<file path="src/logic/dsad_pkg.sv">
// Package: constants and carrier types for the satellite address discovery block
package dsad_pkg;
    // Clock and timing
    localparam int unsigned CLK_PERIOD_NS       = 40;
    localparam int unsigned CRM_READY_US        = 13500;  // 13.5 ms
    localparam int unsigned DISC_OPEN_US        = 5000;   // 5.0 ms
    localparam int unsigned DISC_CLOSE_US       = 13500;  // 13.5 ms
    localparam int unsigned CRM_READY_CYC       = (CRM_READY_US * 1000) / CLK_PERIOD_NS;
    localparam int unsigned DISC_OPEN_CYC       = (DISC_OPEN_US * 1000 + CLK_PERIOD_NS - 1)
                                                  / CLK_PERIOD_NS;
    localparam int unsigned DISC_CLOSE_CYC      = (DISC_CLOSE_US * 1000) / CLK_PERIOD_NS;
    // Discovery round timing defaults (cycles)
    localparam int unsigned RESP_DELAY_CYC      = 16;
    localparam int unsigned RAMP_CYC            = 32;
    localparam int unsigned HOLD_CYC            = 32;
    // Register map and command codes
    localparam logic [7:0] NODE_ADDRESS_OFS     = 8'h18;
    localparam logic [7:0] NODE_ADDRESS_RST     = 8'h00;
    localparam logic [3:0] CMD_GLOBAL_WRITE     = 4'h8;
    localparam logic [3:0] ADDR_CNT_RST         = 4'h1;
    localparam logic [3:0] FIRST_ADDRESS        = 4'h1;
    localparam int unsigned RAMP_W              = 8;
    localparam logic [7:0] RAMP_FULL            = 8'hFF;  // Full response level, reached at the end of the ramp

    // Decoded command-and-response write request
    typedef struct packed {
        logic       valid;
        logic [3:0] cmd;
        logic [7:0] addr;
        logic [7:0] data;
    } dsad_crm_req_t;

    // Discovery phase state
    typedef enum logic [4:0] {
        DSAD_IDLE  = 5'b00001,
        DSAD_WAIT  = 5'b00010,
        DSAD_RAMP  = 5'b00100,
        DSAD_HOLD  = 5'b01000,
        DSAD_DONE  = 5'b10000
    } dsad_state_t;
endpackage : dsad_pkg

</file>
<file path="src/logic/dsad_sync.sv">
// Two-flop synchroniser for pin inputs
`timescale 1ns/1ns
module dsad_sync (
    input  wire logic mclk,
    input  wire logic rst,
    input  wire logic din,
    output logic      dout
);
    logic stage1;

    // First stage feeds only the second
    always_ff @(posedge mclk or posedge rst) begin
        if (rst) begin
            stage1 <= 1'b0;
            dout   <= 1'b0;
        end else begin
            stage1 <= din;
            dout   <= stage1;
        end
    end
endmodule : dsad_sync

</file>
<file path="src/logic/dsad_satellite.sv">
// Satellite side: discovery addressing, node address register and start-up windows
`timescale 1ns/1ns
module dsad_satellite
    import dsad_pkg::*;
#(
    parameter int unsigned CRM_READY  = CRM_READY_CYC,
    parameter int unsigned DISC_OPEN  = DISC_OPEN_CYC,
    parameter int unsigned DISC_CLOSE = DISC_CLOSE_CYC,
    parameter int unsigned RESP_DELAY = RESP_DELAY_CYC,
    parameter int unsigned RAMP_LEN   = RAMP_CYC,
    parameter int unsigned HOLD_LEN   = HOLD_CYC
) (
    input  wire logic          mclk,
    input  wire logic          rst,
    input  wire logic          disc_cmd,
    input  wire logic          sense_above,
    input  wire dsad_crm_req_t crm_req,
    output logic               crm_ready,
    output logic               disc_window,
    output logic [7:0]         resp_level,
    output logic               resp_on,
    output logic [7:0]         node_address,
    output logic               addr_valid,
    output logic [3:0]         addr_counter
);
    logic        disc_cmd_s;
    logic        sense_s;
    logic [23:0] por_cnt;
    logic [23:0] next_por_cnt;
    logic        next_crm_ready;
    logic        next_disc_window;
    dsad_state_t state;
    dsad_state_t next_state;
    logic [15:0] tmr;
    logic [15:0] next_tmr;
    logic [7:0]  next_resp_level;
    logic        next_resp_on;
    logic [7:0]  next_node_address;
    logic        next_addr_valid;
    logic [3:0]  next_addr_counter;
    logic        first_round;
    logic        next_first_round;
    logic        disc_prev;
    logic        disc_rise;

    // Pin inputs cross into the clock domain
    dsad_sync u_sync_cmd (
        .mclk (mclk),
        .rst  (rst),
        .din  (disc_cmd),
        .dout (disc_cmd_s)
    );
    dsad_sync u_sync_sense (
        .mclk (mclk),
        .rst  (rst),
        .din  (sense_above),
        .dout (sense_s)
    );

    assign disc_rise = disc_cmd_s & ~disc_prev;

    // Time since reset release; saturates to stop wrapping
    always_comb begin
        next_por_cnt     = por_cnt;
        if (por_cnt < 24'(DISC_CLOSE) || por_cnt < 24'(CRM_READY)) begin
            next_por_cnt = por_cnt + 24'h000001;
        end
        next_crm_ready   = (por_cnt >= 24'(CRM_READY));
        next_disc_window = (por_cnt >= 24'(DISC_OPEN)) && (por_cnt < 24'(DISC_CLOSE));
    end

    // Discovery sequencer and node address register
    always_comb begin
        next_state        = state;
        next_tmr          = tmr;
        next_resp_level   = resp_level;
        next_resp_on      = resp_on;
        next_node_address = node_address;
        next_addr_valid   = addr_valid;
        next_addr_counter = addr_counter;
        next_first_round  = first_round;
        case (state)
            DSAD_IDLE: begin
                // Addressed satellites stay silent
                if (disc_rise && disc_window && !addr_valid) begin
                    next_state = DSAD_WAIT;
                    next_tmr   = 16'h0000;
                end
            end
            DSAD_WAIT: begin
                next_tmr = tmr + 16'h0001;
                if (tmr >= 16'(RESP_DELAY - 1)) begin
                    next_state      = DSAD_RAMP;
                    next_tmr        = 16'h0000;
                    next_resp_on    = 1'b1;
                    next_resp_level = 8'h00;
                end
            end
            DSAD_RAMP: begin
                next_tmr        = tmr + 16'h0001;
                next_resp_level = 8'((32'(tmr) + 1) * 255 / RAMP_LEN);
                if (sense_s) begin
                    next_state        = DSAD_IDLE;
                    next_resp_on      = 1'b0;
                    next_resp_level   = 8'h00;
                    next_addr_counter = addr_counter + 4'h1;
                    next_first_round  = 1'b0;
                end else if (tmr >= 16'(RAMP_LEN - 1)) begin
                    next_state      = DSAD_HOLD;
                    next_tmr        = 16'h0000;
                    next_resp_level = RAMP_FULL;
                end
            end
            DSAD_HOLD: begin
                next_tmr = tmr + 16'h0001;
                if (sense_s) begin
                    next_state        = DSAD_IDLE;
                    next_resp_on      = 1'b0;
                    next_resp_level   = 8'h00;
                    next_addr_counter = addr_counter + 4'h1;
                    next_first_round  = 1'b0;
                end else if (tmr >= 16'(HOLD_LEN - 1)) begin
                    // Winner takes 1 first time, else its counter
                    next_node_address = first_round ? {4'h0, FIRST_ADDRESS}
                                                    : {4'h0, addr_counter};
                    next_addr_valid   = 1'b1;
                    next_resp_on      = 1'b0;
                    next_resp_level   = 8'h00;
                    next_state        = DSAD_DONE;
                end
            end
            DSAD_DONE: begin
                next_state = DSAD_DONE;
            end
            default: begin
                next_state = DSAD_IDLE;
            end
        endcase
        // Global write to the node address register; ignored before ready
        if (crm_req.valid && crm_ready && crm_req.cmd == CMD_GLOBAL_WRITE
            && crm_req.addr == NODE_ADDRESS_OFS) begin
            next_node_address = crm_req.data;
            next_addr_valid   = (crm_req.data != 8'h00);
            if (crm_req.data != 8'h00) begin
                next_state    = DSAD_DONE;
                next_resp_on  = 1'b0;
                next_resp_level = 8'h00;
            end
        end
    end

    // State registers
    always_ff @(posedge mclk or posedge rst) begin
        if (rst) begin
            por_cnt      <= 24'h000000;
            crm_ready    <= 1'b0;
            disc_window  <= 1'b0;
            state        <= DSAD_IDLE;
            tmr          <= 16'h0000;
            resp_level   <= 8'h00;
            resp_on      <= 1'b0;
            node_address <= NODE_ADDRESS_RST;
            addr_valid   <= 1'b0;
            addr_counter <= ADDR_CNT_RST;
            first_round  <= 1'b1;
            disc_prev    <= 1'b0;
        end else begin
            por_cnt      <= next_por_cnt;
            crm_ready    <= next_crm_ready;
            disc_window  <= next_disc_window;
            state        <= next_state;
            tmr          <= next_tmr;
            resp_level   <= next_resp_level;
            resp_on      <= next_resp_on;
            node_address <= next_node_address;
            addr_valid   <= next_addr_valid;
            addr_counter <= next_addr_counter;
            first_round  <= next_first_round;
            disc_prev    <= disc_cmd_s;
        end
    end
endmodule : dsad_satellite

</file>
<file path="config.mk">
export PLATFORM = sky130hd
export DESIGN_NAME = dsad_satellite
export DESIGN_NICKNAME = d
export VERILOG_FILES = /design/src/logic/dsad_pkg.sv /design/src/logic/dsad_sync.sv /design/src/logic/dsad_satellite.sv
export SDC_FILE = /design/constraint.sdc
export NUM_CORES = 1
export LEC_CHECK = 0
export ABC_AREA = 1
export BUFFER_PORTS_ARGS = -buffer_cell sky130_fd_sc_hd__buf_2
export CAP_MARGIN = 20
export CORE_AREA = 2 2 161 124
export CTS_BUF_LIST = sky130_fd_sc_hd__clkbuf_4
export DETAILED_ROUTE_END_ITERATION = 10
export DIE_AREA = 0 0 163 126
export MAX_ROUTING_LAYER = met4
export PLACE_DENSITY = 0.47
export SYNTH_ARGS = -nofsm -noshare
export SYNTH_HDL_FRONTEND = slang
export SYNTH_HIERARCHICAL = 1
export SYNTH_SLANG_ARGS = --single-unit
</file>
<file path="constraint.sdc">
create_clock -name mclk -period 14.4 [get_ports mclk]
set_input_delay 4.32 -clock mclk [delete_from_list [all_inputs] [get_ports mclk]]
set_output_delay 4.32 -clock mclk [all_outputs]
set_load 0.03 [all_outputs]
</file>
Yosys cells after proc, flatten, opt, wreduce, memory -nomap -nowiden:

Cells that the tools add are included.

* bitwise operators: 2
* order comparisons: 5
* $add $sub $neg: 4
* reduce and logical (&&, ||, !) cells: 15
* multiplexer cells: 38
* equal/unequal tests: 9
* multiply operators: 1

Operators by type and width (count)
* 8-bit two-way mux: 11
* 16-bit two-way mux: 4
* 16-bit case mux with 4 select lines: 1
* 5-bit two-way mux: 8
* 5-bit case mux with 5 select lines: 1
* 24-bit by 1-bit adder with 24-bit output, second input constant: 1
* 24-bit by 17-bit >= comparator with 1-bit output, second input constant: 1
* 24-bit by 19-bit >= comparator with 1-bit output, second input constant: 1
* 24-bit by 19-bit less-than comparator with 1-bit output, second input constant: 1
* 8-bit case mux with 3 select lines: 1
* 16-bit by 1-bit adder with 17-bit output, second input constant: 1
* 17-bit by 8-bit multiplier with 13-bit output, second input constant: 1
* 16-bit by 1-bit adder with 16-bit output, second input constant: 1
* 16-bit by 4-bit >= comparator with 1-bit output, second input constant: 1
* 16-bit by 5-bit >= comparator with 1-bit output, second input constant: 1
* 1-bit two-way mux: 10
* 8-bit by 5-bit == test with 1-bit output, second input constant: 1
* 8-bit nonzero test: 1
* 1-bit logical AND: 6
* 5-bit by 1-bit == test with 1-bit output, second input constant: 1
* 5-bit by 2-bit == test with 1-bit output, second input constant: 1
* 5-bit by 3-bit == test with 1-bit output, second input constant: 1
* 5-bit by 4-bit == test with 1-bit output, second input constant: 1
* 5-bit == test, second input constant: 1
* 13 further kinds: 16

* bits in registers: 75
* bits of input ports: 25
* word-level logic and storage cells: 90

Longest topological paths before layout:

Gate-level depths: netlist of run 1.

* depth in word-level cells: 8
* gate-level depth with buffers: 29
* depth with buffers taken out: 29

Cells and area by module:

The synthesis of run 1 kept the hierarchy.

By module, submodules not included
* dsad_satellite: area an instance 5466.5 sq um, cells each 692, instances 1
* dsad_sync: area an instance 53.8 sq um, cells each 3, instances 2

Least setup slack after synthesis of run 1:

OpenSTA, ideal clock, no wires.

* path kind: input -> register
* start point: in crm_req[15] (netlist bit)
* end point: reg node_address[1]
* data arrival time: 5.272 ns
* setup slack: 9.046 ns
* buffers on the path: 1
* data required time: 14.318 ns
* stages: 8
* cell sequence: nor2_1 -> nand3b_1 -> nor4_1 -> nand2_1 -> inv_1 -> clkbuf_1 -> nand2_1 -> a31oi_1

* word-level cells in the longest chain between the ends: 4
* elaborated cells between the ends (all ways): 7
* classes of those cells: eq/ne: 2; mux: 1; reduce/logical: 4

RTL lines
* from (decl): line dsad_satellite.sv:17 `input wire dsad_crm_req_t crm_req,`
* 8-bit by 5-bit == test with 1-bit output (*): line dsad_satellite.sv:141 `&& crm_req.addr == NODE_ADDRESS_OFS) begin`
* 1-bit logical AND (*): line dsad_satellite.sv:141
* 2-bit != test (no source line) or 2-bit nonzero test (tied branches)
* 3-bit AND reduction (no source line)
* to (signal assigned): line dsad_satellite.sv:175 `node_address <= next_node_address;`
* to (decl): line dsad_satellite.sv:22 `output logic [7:0] node_address,`

Mark *: on every way between the ends. The rest lies on a longest branch, timed or not.
A chain may end at the register's enable or synchronous reset.

Final worst setup path of run 1:

* start point: in crm_req[15] (netlist bit)
* end point: reg resp_level[5]

* word-level cells in the longest chain between the ends: 3

RTL lines
* 8-bit by 5-bit == test with 1-bit output: line dsad_satellite.sv:141
* 1-bit logical AND: line dsad_satellite.sv:141
* 8-bit two-way mux: line dsad_satellite.sv:140 `if (crm_req.valid && crm_ready && crm_req.cmd == CMD_GLOBAL_WRITE`
* named net next_resp_level[5]: line dsad_satellite.sv:36 `logic [7:0] next_resp_level;`
* to (signal assigned): line dsad_satellite.sv:173 `resp_level <= next_resp_level;`
* to (decl): line dsad_satellite.sv:20 `output logic [7:0] resp_level,`

The timed path passes the listed nets, and every way through them passes these cells.

==> flow_metrics.env, run 1 <==
export IMPL_cellLeakagePower_nw=3.299
export IMPL_final_common_cell="inv_1"
export IMPL_synthesis_nets=775
export IMPL_crit_type="in -> reg"
export IMPL_reg2reg_from="tmr[1]"
export IMPL_grt_total_usage=0.1426
export IMPL_status="finished, final reports clean"
export IMPL_cts_max_path_buffers=2
export IMPL_p_per_area_nw_per_um2=59.51
export IMPL_io_pins=49
export IMPL_synth_cells=698
export IMPL_drc=0
export IMPL_end_kind="register"
export IMPL_syn_area_um2=5574
export IMPL_worst_path_buf_inv=3
export IMPL_rsz0062_at_grt="no"
export IMPL_area_delta_synth_final_pct=12.12
export IMPL_insertion_delay_ns=0.43
export IMPL_drt_initial_drc_count=324
export IMPL_async_reset_ff_frac=1.000
export IMPL_slew_viol_final=0
export IMPL_slowest_delay_ns=0.38
export IMPL_finalSetupTns_ns=0
export IMPL_wire_per_inst_um=13.32
export IMPL_synth_edf_count=0
export IMPL_synthDistinctLibCells=43
export IMPL_peakVddDrop_mv=0.03489
export IMPL_cts_sinks=75
export IMPL_path_delay_family="simple AND/OR/NAND/NOR gates"
export IMPL_core_area_um2=18990
export IMPL_finalWirelength_mm=13.39
export IMPL_hp_start="u_sync_cmd/stage1"
export IMPL_startpoint="crm_req[15]"
export IMPL_hold_worst_slack_ns=0.3478
export IMPL_antenna_left=0
export IMPL_cts_made_buffers=9
export IMPL_fin_skew_ns=0.02740
export IMPL_drive_gt1_frac=0.1410
export IMPL_diodes=0
export IMPL_antenna_found_initial=0
export IMPL_synth_area_top_cells="dfrtp_1 (32%), inv_1 (9.7%), fa_1 (9.3%)"
export IMPL_register_area_um2=1881
export IMPL_setup_viol=0
export IMPL_ys_warn_count=6
export IMPL_path_max_fanout=12
export IMPL_clkSlewWorstSetupHoldPaths_ns=0.13
export IMPL_cts_resized=0
export IMPL_start_util=0.2935
export IMPL_multi_input_area_um2=3080
export IMPL_cp_arrival_ns=6.00
export IMPL_ys_ff_latch=75
export IMPL_hold_viol=0
export IMPL_die_h_um=126
export IMPL_ys_seq_area_frac=0.3374
export IMPL_grt_pass1_wl_mm=22.85
export IMPL_synth_avg_cell_area_um2=7.986
export IMPL_mostFrequentLayoutCells="inv_1 (143), nand2_1 (133), dfrtp_1 (72), nand3_1 (49), buf_2 (48)"
export IMPL_max_cap_viol_count=0
export IMPL_die_x_um=163
export IMPL_dpl_hpwl_mm=10.72
export IMPL_gp_congestion=0.7928
export IMPL_cpMaxStageDelayCell="inv_1"
export IMPL_ys_flop_type="dfrtp_1"
export IMPL_cts_tree="done"
export IMPL_grt_pass1_vias=4417
export IMPL_crit_path_start_kind="primary input"
export IMPL_htreeDepth=3
export IMPL_rows=44
export IMPL_die_area_um2=20540
export IMPL_slew_headroom=0.3877
export IMPL_cts_setup_buffers=0
export IMPL_grt_overflow=0
export IMPL_vias=4516
export IMPL_num_fill_cells=2039
export IMPL_synth_top_area_cell="dfrtp_1"
export IMPL_avgViaCountPerCell=4.494
export IMPL_clockRootBuffer="clkbuf_4"
export IMPL_grt_max_degree=72
export IMPL_crit_chain="buf_2 -> nor2_1 -> nand3b_1 -> nor4_1 -> nand2_1 -> inv_1 -> nand2_1 -> inv_1 -> a41oi_1"
export IMPL_nets=824
export IMPL_fin_crit_sh=0.3949
export IMPL_synth_top_cell_area_share=0.3232
export IMPL_portBuffers=48
export IMPL_p_total_uw=371.9
export IMPL_ctsHoldBuffers=0
export IMPL_cp_data_required_time_ns=14.71
export IMPL_tightestPinTransition_ns=0.9184
export IMPL_hp_class="reg -> reg"
export IMPL_period_needed_ns=5.687
export IMPL_drt_first_pass_iters=5
export IMPL_fmax_mhz=175.8
[metal layers]
layer / up-vias / wire length (um) / global-route usage
met5: - / 0 / -
met4: 0 / 89 / 0.02186
met3: 11 / 478 / 0.02701
met2: 74 / 5131 / 0.1842
met1: 2099 / 7691 / 0.2286
li1: 2332 / - / -
[cell usage after synthesis (2+ instances only)]
cell,n
dfstp_2,3
a21oi_2,2
nor2_2,5
nor4_1,10
ha_1,26
o21bai_1,4
nand2_2,12
nor3_2,3
inv_2,3
o2111ai_1,2
xnor2_1,8
o21ai_1,5
nor3_1,9
o22ai_1,14
a21oi_1,18
o21a_1,2
clkbuf_1,8
a31oi_1,9
nand3_2,2
o21ai_0,14
nand2_1,133
inv_1,144
nor2_1,43
a41oi_1,3
nor2_8,2
buf_4,3
nand2_4,2
or2_2,2
nand3b_1,3
nand3_1,49
xor2_1,31
fa_1,26
nand4_1,17
dfrtp_1,72
[power by group]
part           total, mW  internal (mW)  leakage, nW  switching [mW]
clock              0.151         0.0726       0.0830          0.0788
sequential         0.212          0.211        0.985        0.000301
combinational    0.00886        0.00282         2.23         0.00604
total              0.372          0.287         3.30          0.0851
[cell families (layout without fill, tap and decap cells)]
family,after synthesis,after routing,share of synthesized area
AOI/OAI and AO/OA,79,79,0.08710
xor gates and xnor gates,39,39,0.06128
adders and majority gates,52,52,0.1517
buffers and inverters,159,213,0.1100
DFF,75,75,0.3374
and+or+nand+nor,294,294,0.2525
[worst reg2reg max path, cell delays in order, from the launching register on]
cell      delay [ns]
dfrtp_1         0.47
ha_1            0.29
nand2_2         0.13
nor2_8          0.20
nand3_1         0.13
nand2_1         0.25
inv_1           0.17
xor2_1          0.19
inv_1           0.06
ha_1            0.16
o21bai_1        0.16
fa_1            0.50
inv_1           0.05
fa_1            0.46
fa_1            0.55
inv_1           0.06
ha_1            0.35
a21oi_1         0.19
o21a_1          0.15
nand2_1         0.05
a31oi_1         0.39
nand3_1         0.14
nand2_1         0.14
nand2_1         0.08
a21oi_2         0.13
[per-stage QoR]
stage	instances	utilization	instance area, um2	setup WS, ns
global route	1005	0.3291	6250	8.345
finish	1005	0.3291	6250	8.713
floorplan	698	-	5574	8.288
global placement	989	0.3204	6086	8.269
detailed placement	989	0.3204	6086	8.235
CTS	1005	0.3291	6250	8.736
[state kept, by name (all words and copies together) (netlist names), 4 cells and up]
name          count
resp_level        8
addr_counter      4
node_address      8
state             5
por_cnt          24
tmr              16
[cell type report]
cell class                 instances  share of cell area
sequential                        75              0.3009
tap                              253             0.05065
clock buffer                      10             0.01201
inverter                         148             0.08969
timing repair buffer              49             0.03964
multi-input combinational        464              0.4929
clock inverter                     6             0.01421
[worst paths after layout]
check,to,slack [ns],cells after the start
worst min-delay path,u_sync_cmd/dout,0.35,0
max in group asynchronous,addr_counter[1],9.61,3
worst max register to register,resp_level[7],8.90,24
min in group asynchronous,u_sync_cmd/dout,3.75,2
worst max-delay path,resp_level[5],8.71,9
worst min register to register,u_sync_cmd/dout,0.35,0
(Power assumes the default switching activity.)
==> inputs of run 2 (changes only) <==
==> constraint.sdc (replaced) <==
create_clock -name mclk -period 5.5 [get_ports mclk]
set_input_delay 1.65 -clock mclk [delete_from_list [all_inputs] [get_ports mclk]]
set_output_delay 1.65 -clock mclk [all_outputs]
set_load 0.03 [all_outputs]
==> run 2 against run 1 <==
  * Design area grew 0.50%
  * Cell count grew 0.30%
  * Register-to-register slack lost 8.6 ns
  * Hold slack gained 0.013 ns
  * Sequential power grew to 2.6 times the previous value
  * Clock skew shrank 0.0058 ns
  * Count of clock-buffer cells in the layout shrank 1
  * Via count shrank 1.1%
  * Worst setup slack lost 8.4 ns
  * Critical path type is now reg -> reg
  * Critical endpoint is now resp_level[7]
  * Largest power group unchanged
  * Highest routed layer unchanged
==> flow_metrics.env, run 2 (synthesized netlist as in run 1, its figures left out) <==
export IMPL_status="finished, final reports clean"
export IMPL_crit_top_cell="nand2_1"
export IMPL_avgViaCountPerCell=4.432
export IMPL_io_pins=49
export IMPL_antenna_left=0
export IMPL_hold_viol=0
export IMPL_final_common_cell="inv_1"
export IMPL_cellLeakagePower_nw=3.307
export IMPL_num_fill_cells=2035
export IMPL_place_ws_ns=0.2294
export IMPL_highest_layer="met4"
export IMPL_htreeDepth=3
export IMPL_slowest_delay_ns=0.56
export IMPL_fin_skew_ns=0.02163
export IMPL_gp_congestion=0.8051
export IMPL_peakVddDrop_mv=0.1228
export IMPL_grt_pass1_vias=4265
export IMPL_end_kind="register"
export IMPL_core_area_um2=18990
export IMPL_cts_setup_buffers=0
export IMPL_routed_wl_met2_mm=5.158
export IMPL_setup_viol=0
export IMPL_hp_class="reg -> reg"
export IMPL_drt_first_pass_iters=4
export IMPL_insertion_delay_ns=0.44
export IMPL_path_max_fanout=6
export IMPL_top_regs="por_cnt (24), tmr (16)"
export IMPL_finalWirelength_mm=13.20
export IMPL_fin_crit_sh=0.9375
export IMPL_dp_cells=991
export IMPL_die_area_um2=20540
export IMPL_grt_overflow=0
export IMPL_met3_length_um=339
export IMPL_cp_data_required_time_ns=5.87
export IMPL_largest_reg_flops=24
export IMPL_p_per_area_nw_per_um2=154.3
export IMPL_crit_path_start_kind="register"
export IMPL_start_util=0.2935
export IMPL_slew_headroom=0.3994
export IMPL_cts_sinks=75
export IMPL_die_x_um=163
export IMPL_finalSetupTns_ns=0
export IMPL_worst_path_buf_inv=4
export IMPL_period_needed_ns=5.156
export IMPL_wire_per_inst_um=13.09
export IMPL_area_delta_synth_final_pct=12.68
export IMPL_crit_type="reg -> reg"
export IMPL_regMostFlops="por_cnt"
export IMPL_die_h_um=126
export IMPL_cp_arrival_ns=5.53
export IMPL_ctsHoldBuffers=0
export IMPL_finalNonFillerCells=1008
export IMPL_rows=44
export IMPL_m1WireLength_mm=7.637
export IMPL_fin_util=0.3307
export IMPL_vias=4467
export IMPL_p_total_uw=969.4
export IMPL_nets=826
export IMPL_slew_viol_final=0
export IMPL_clockRootBuffer="clkbuf_4"
export IMPL_grt_pass1_wl_mm=22.01
export IMPL_layout_setup_ws_ns=0.3435
export IMPL_tightestPinTransition_ns=0.9009
export IMPL_cts_made_buffers=9
export IMPL_path_delay_family="adder cells"
export IMPL_grt_max_degree=43
export IMPL_mostFrequentLayoutCells="inv_1 (143), nand2_1 (132), dfrtp_1 (71), nand3_1 (49), buf_2 (48)"
export IMPL_dpl_hpwl_mm=10.67
export IMPL_cts_resized=0
export IMPL_fmax_mhz=193.9
export IMPL_antenna_found_initial=1
export IMPL_drive_gt1_frac=0.1472
export IMPL_cts_tree="done"
export IMPL_grt_total_usage=0.1386
export IMPL_clkSlewWorstSetupHoldPaths_ns=0.13
export IMPL_portBuffers=48
export IMPL_drc=0
export IMPL_cts_max_path_buffers=2
export IMPL_max_cap_viol_count=0
export IMPL_drt_initial_drc_count=323
export IMPL_cpMaxStageDelayCell="fa_1"
-- run 2: worst paths after layout --
kind | cells past startpoint | to | slack (ns) | startpoint
min | 0 | u_sync_cmd/dout | 0.36 | u_sync_cmd/stage1
max | 25 | resp_level[7] | 0.34 | tmr[0]
min reg2reg | 0 | u_sync_cmd/dout | 0.36 | u_sync_cmd/stage1
min in group asynchronous | 2 | u_sync_sense/dout | 1.07 | rst
max reg2reg | 25 | resp_level[7] | 0.34 | tmr[0]
max in group asynchronous | 3 | addr_counter[0] | 3.15 | rst
-- run 2: routing by layer --
metal | track usage | vias to the layer above
li1 | - | 2341
met1 | 0.2227 | 2065
met2 | 0.1737 | 57
met3 | 0.02931 | 4
met4 | 0.02603 | 0
met5 | - | -
-- run 2: power breakdown --
group | internal (mW) | switching [mW] | total, mW
clock network | 0.182 | 0.210 | 0.393
logic | 0.00735 | 0.0154 | 0.0227
registers | 0.553 | 0.000796 | 0.554
-- run 2: cell type report --
class | count | area [um2] | area share
Antenna cell | 1 | 2.502 | 0.0003984
Sequential cell | 75 | 1882 | 0.2996
Clock inverter | 7 | 92.59 | 0.01474
Tap cell | 253 | 316.6 | 0.05040
Timing Repair Buffer | 51 | 262.8 | 0.04183
Inverter | 148 | 560.5 | 0.08924
Clock buffer | 9 | 67.56 | 0.01076
Multi-Input combinational cell | 464 | 3097 | 0.4930
-- run 2: through the flow --
step | hold WS (ns) | area, um2
5_1_grt | 0.3793 | 6281
6_report | 0.3604 | 6281
2_1_floorplan | 0.3312 | 5574
3_3_place_gp | 0.3322 | 6101
3_5_place_dp | 0.3364 | 6101
4_1_cts | 0.3636 | 6261
==> inputs of run 3 (changes only) <==
--- a/config.mk
+++ b/config.mk
@@ -8,12 +8,12 @@
 export ABC_AREA = 1
 export BUFFER_PORTS_ARGS = -buffer_cell sky130_fd_sc_hd__buf_2
 export CAP_MARGIN = 20
-export CORE_AREA = 2 2 161 124
+export CORE_AREA = 2 2 132 102
 export CTS_BUF_LIST = sky130_fd_sc_hd__clkbuf_4
 export DETAILED_ROUTE_END_ITERATION = 10
-export DIE_AREA = 0 0 163 126
+export DIE_AREA = 0 0 134 104
 export MAX_ROUTING_LAYER = met4
-export PLACE_DENSITY = 0.47
+export PLACE_DENSITY = 0.64
 export SYNTH_ARGS = -nofsm -noshare
 export SYNTH_HDL_FRONTEND = slang
 export SYNTH_HIERARCHICAL = 1
==> run 3 against run 2 <==
  * Design area decreased by 2.3%
  * Non-clock buffer count fell by 1
  * Count of clock-buffer cells in the layout unchanged
  * Via count increased by 5.2%
  * Sequential share of layout area grew 0.68 points
  * Sequential power hardly changed
  * Core utilization grew 15 points
  * Hold slack better by 0.0037 ns
  * Fmax grew 1.4%
==> flow_metrics.env, run 3 (synthesized netlist as in run 1, its figures left out) <==
export IMPL_status="finished, final reports clean"
export IMPL_diodes=0
export IMPL_crit_top_cell="inv_1"
export IMPL_tightestPinTransition_ns=0.9410
export IMPL_peakVddDrop_mv=0.09964
export IMPL_start_util=0.4404
export IMPL_antenna_left=0
export IMPL_hp_class="reg -> reg"
export IMPL_layout_setup_ws_ns=0.4171
export IMPL_core_area_um2=12660
export IMPL_gp_congestion=0.9691
export IMPL_dpl_hpwl_mm=10.05
export IMPL_avgViaCountPerCell=5.087
export IMPL_fmax_mhz=196.7
export IMPL_grt_total_usage=0.1917
export IMPL_drt_first_pass_iters=5
export IMPL_die_h_um=104
export IMPL_slew_headroom=0.3717
export IMPL_vias=4700
export IMPL_rr_endpoint="resp_level[7]"
export IMPL_ctsHoldBuffers=0
export IMPL_register_area_um2=1881
export IMPL_io_pins=49
export IMPL_grt_pass1_wl_mm=21.22
export IMPL_crit_type="reg -> reg"
export IMPL_cellLeakagePower_nw=3.294
export IMPL_setup_viol=0
export IMPL_reg2reg_from="tmr[1]"
export IMPL_die_x_um=134
export IMPL_cts_sinks=75
export IMPL_max_cap_viol_count=0
export IMPL_wire_per_inst_um=13.45
export IMPL_cts_setup_buffers=0
export IMPL_period_needed_ns=5.083
export IMPL_end_kind="register"
export IMPL_place_ws_ns=0.4204
export IMPL_fin_skew_ns=0.01705
export IMPL_rr_worst_depth=25
export IMPL_portBuffers=48
export IMPL_grt_max_degree=45
export IMPL_nets=825
export IMPL_cp_arrival_ns=5.40
export IMPL_area_delta_synth_final_pct=10.10
export IMPL_die_area_um2=13940
export IMPL_hold_depth=0
export IMPL_insertion_delay_ns=0.43
export IMPL_hp_start="u_sync_cmd/stage1"
export IMPL_drt_initial_drc_count=290
export IMPL_mostFrequentLayoutCells="inv_1 (143), nand2_1 (132), dfrtp_1 (72), nand3_1 (49), buf_2 (48)"
export IMPL_grt_overflow=0
export IMPL_rows=36
export IMPL_cts_max_path_buffers=2
export IMPL_multi_input_area_um2=3083
export IMPL_largest_reg_flops=24
export IMPL_finalSetupTns_ns=0
export IMPL_fin_crit_sh=0.9242
export IMPL_cpMaxStageDelayCell="fa_1"
export IMPL_cp_data_required_time_ns=5.82
export IMPL_antenna_found_initial=0
export IMPL_num_fill_cells=1255
export IMPL_rsz0062_at_grt="no"
export IMPL_final_common_cell="inv_1"
export IMPL_path_max_fanout=6
export IMPL_holdPathEnd="u_sync_cmd/dout"
export IMPL_crit_path_start_kind="register"
export IMPL_top_regs="por_cnt (24), tmr (16)"
export IMPL_htreeDepth=3
export IMPL_finalWirelength_mm=12.43
export IMPL_grt_pass1_vias=4496
export IMPL_slew_viol_final=0
export IMPL_r2r_setup_slack_ns=0.42
export IMPL_slowest_delay_ns=0.58
export IMPL_cts_resized=0
export IMPL_cts_made_buffers=9
export IMPL_regMostFlops="por_cnt"
export IMPL_drive_gt1_frac=0.1434
export IMPL_clkSlewWorstSetupHoldPaths_ns=0.13
export IMPL_cts_tree="done"
export IMPL_hold_viol=0
export IMPL_drc=0
export IMPL_p_per_area_nw_per_um2=150.1
export IMPL_clockRootBuffer="clkbuf_4"
run 3: cell types whose count changed in the layout (fill, tap and decap cells not counted), sizes merged:
cell	change
inv	+2
diode	-1
buf	-1
bufinv	-1
clkinv	-1
run 3: layout make-up:
class / instances / share of cell area
flip-flops and latches: 75 / 0.3064
clock buffers: 9 / 0.01101
repair buffers: 50 / 0.04159
inverters: 148 / 0.09134
clock inverters: 7 / 0.01244
well taps: 171 / 0.03486
multi-input cells: 464 / 0.5023
run 3: worst max-delay path by stage:
stage,startpoint,endpoint,cells past startpoint
after floorplan,tmr[0],resp_level[6],22
after global placement,tmr[1],resp_level[7],25
after detailed placement,tmr[1],resp_level[7],25
after CTS,tmr[1],resp_level[7],25
after global routing,tmr[1],resp_level[6],25
final,tmr[1],resp_level[7],25
run 3: critical path, delay by kind of cell, from the launching register on:
family / cells / cell delay [ns]
XOR/XNOR: 1 / 0.18
AND/OR/NAND/NOR: 8 / 0.94
adder cells (fa/ha/maj): 6 / 2.34
buffers and inverters: 5 / 0.36
AO/OA/AOI/OAI: 5 / 0.71
flip-flops: 1 / 0.46
run 3: per-stage QoR:
| stage | util | total power [mW] | hold WS (ns) | instance area [um2] | instances |
|---|---|---|---|---|---|
| after floorplan | - | 0.5742 | 0.3312 | 5574 | 698 |
| after global placement | 0.4733 | 0.5875 | 0.3377 | 5991 | 908 |
| after detailed placement | 0.4733 | 0.5882 | 0.3378 | 5991 | 908 |
| after CTS | 0.4847 | 0.9353 | 0.3667 | 6135 | 924 |
| after global routing | 0.4849 | 0.9601 | 0.3748 | 6137 | 924 |
| final | 0.4849 | 0.9214 | 0.3640 | 6137 | 924 |
run 3: where the power goes:
group | switching [mW] | internal, mW | total, mW
clock network | 0.203 | 0.141 | 0.345
logic | 0.0152 | 0.00736 | 0.0226
registers | 0.000989 | 0.553 | 0.554
total | 0.219 | 0.702 | 0.921
run 3: metal layers:
layer | track usage | share of wire
met5 | - | 0
met4 | 0.04559 | 0.013
met3 | 0.03850 | 0.042
met2 | 0.2810 | 0.44
met1 | 0.2738 | 0.50
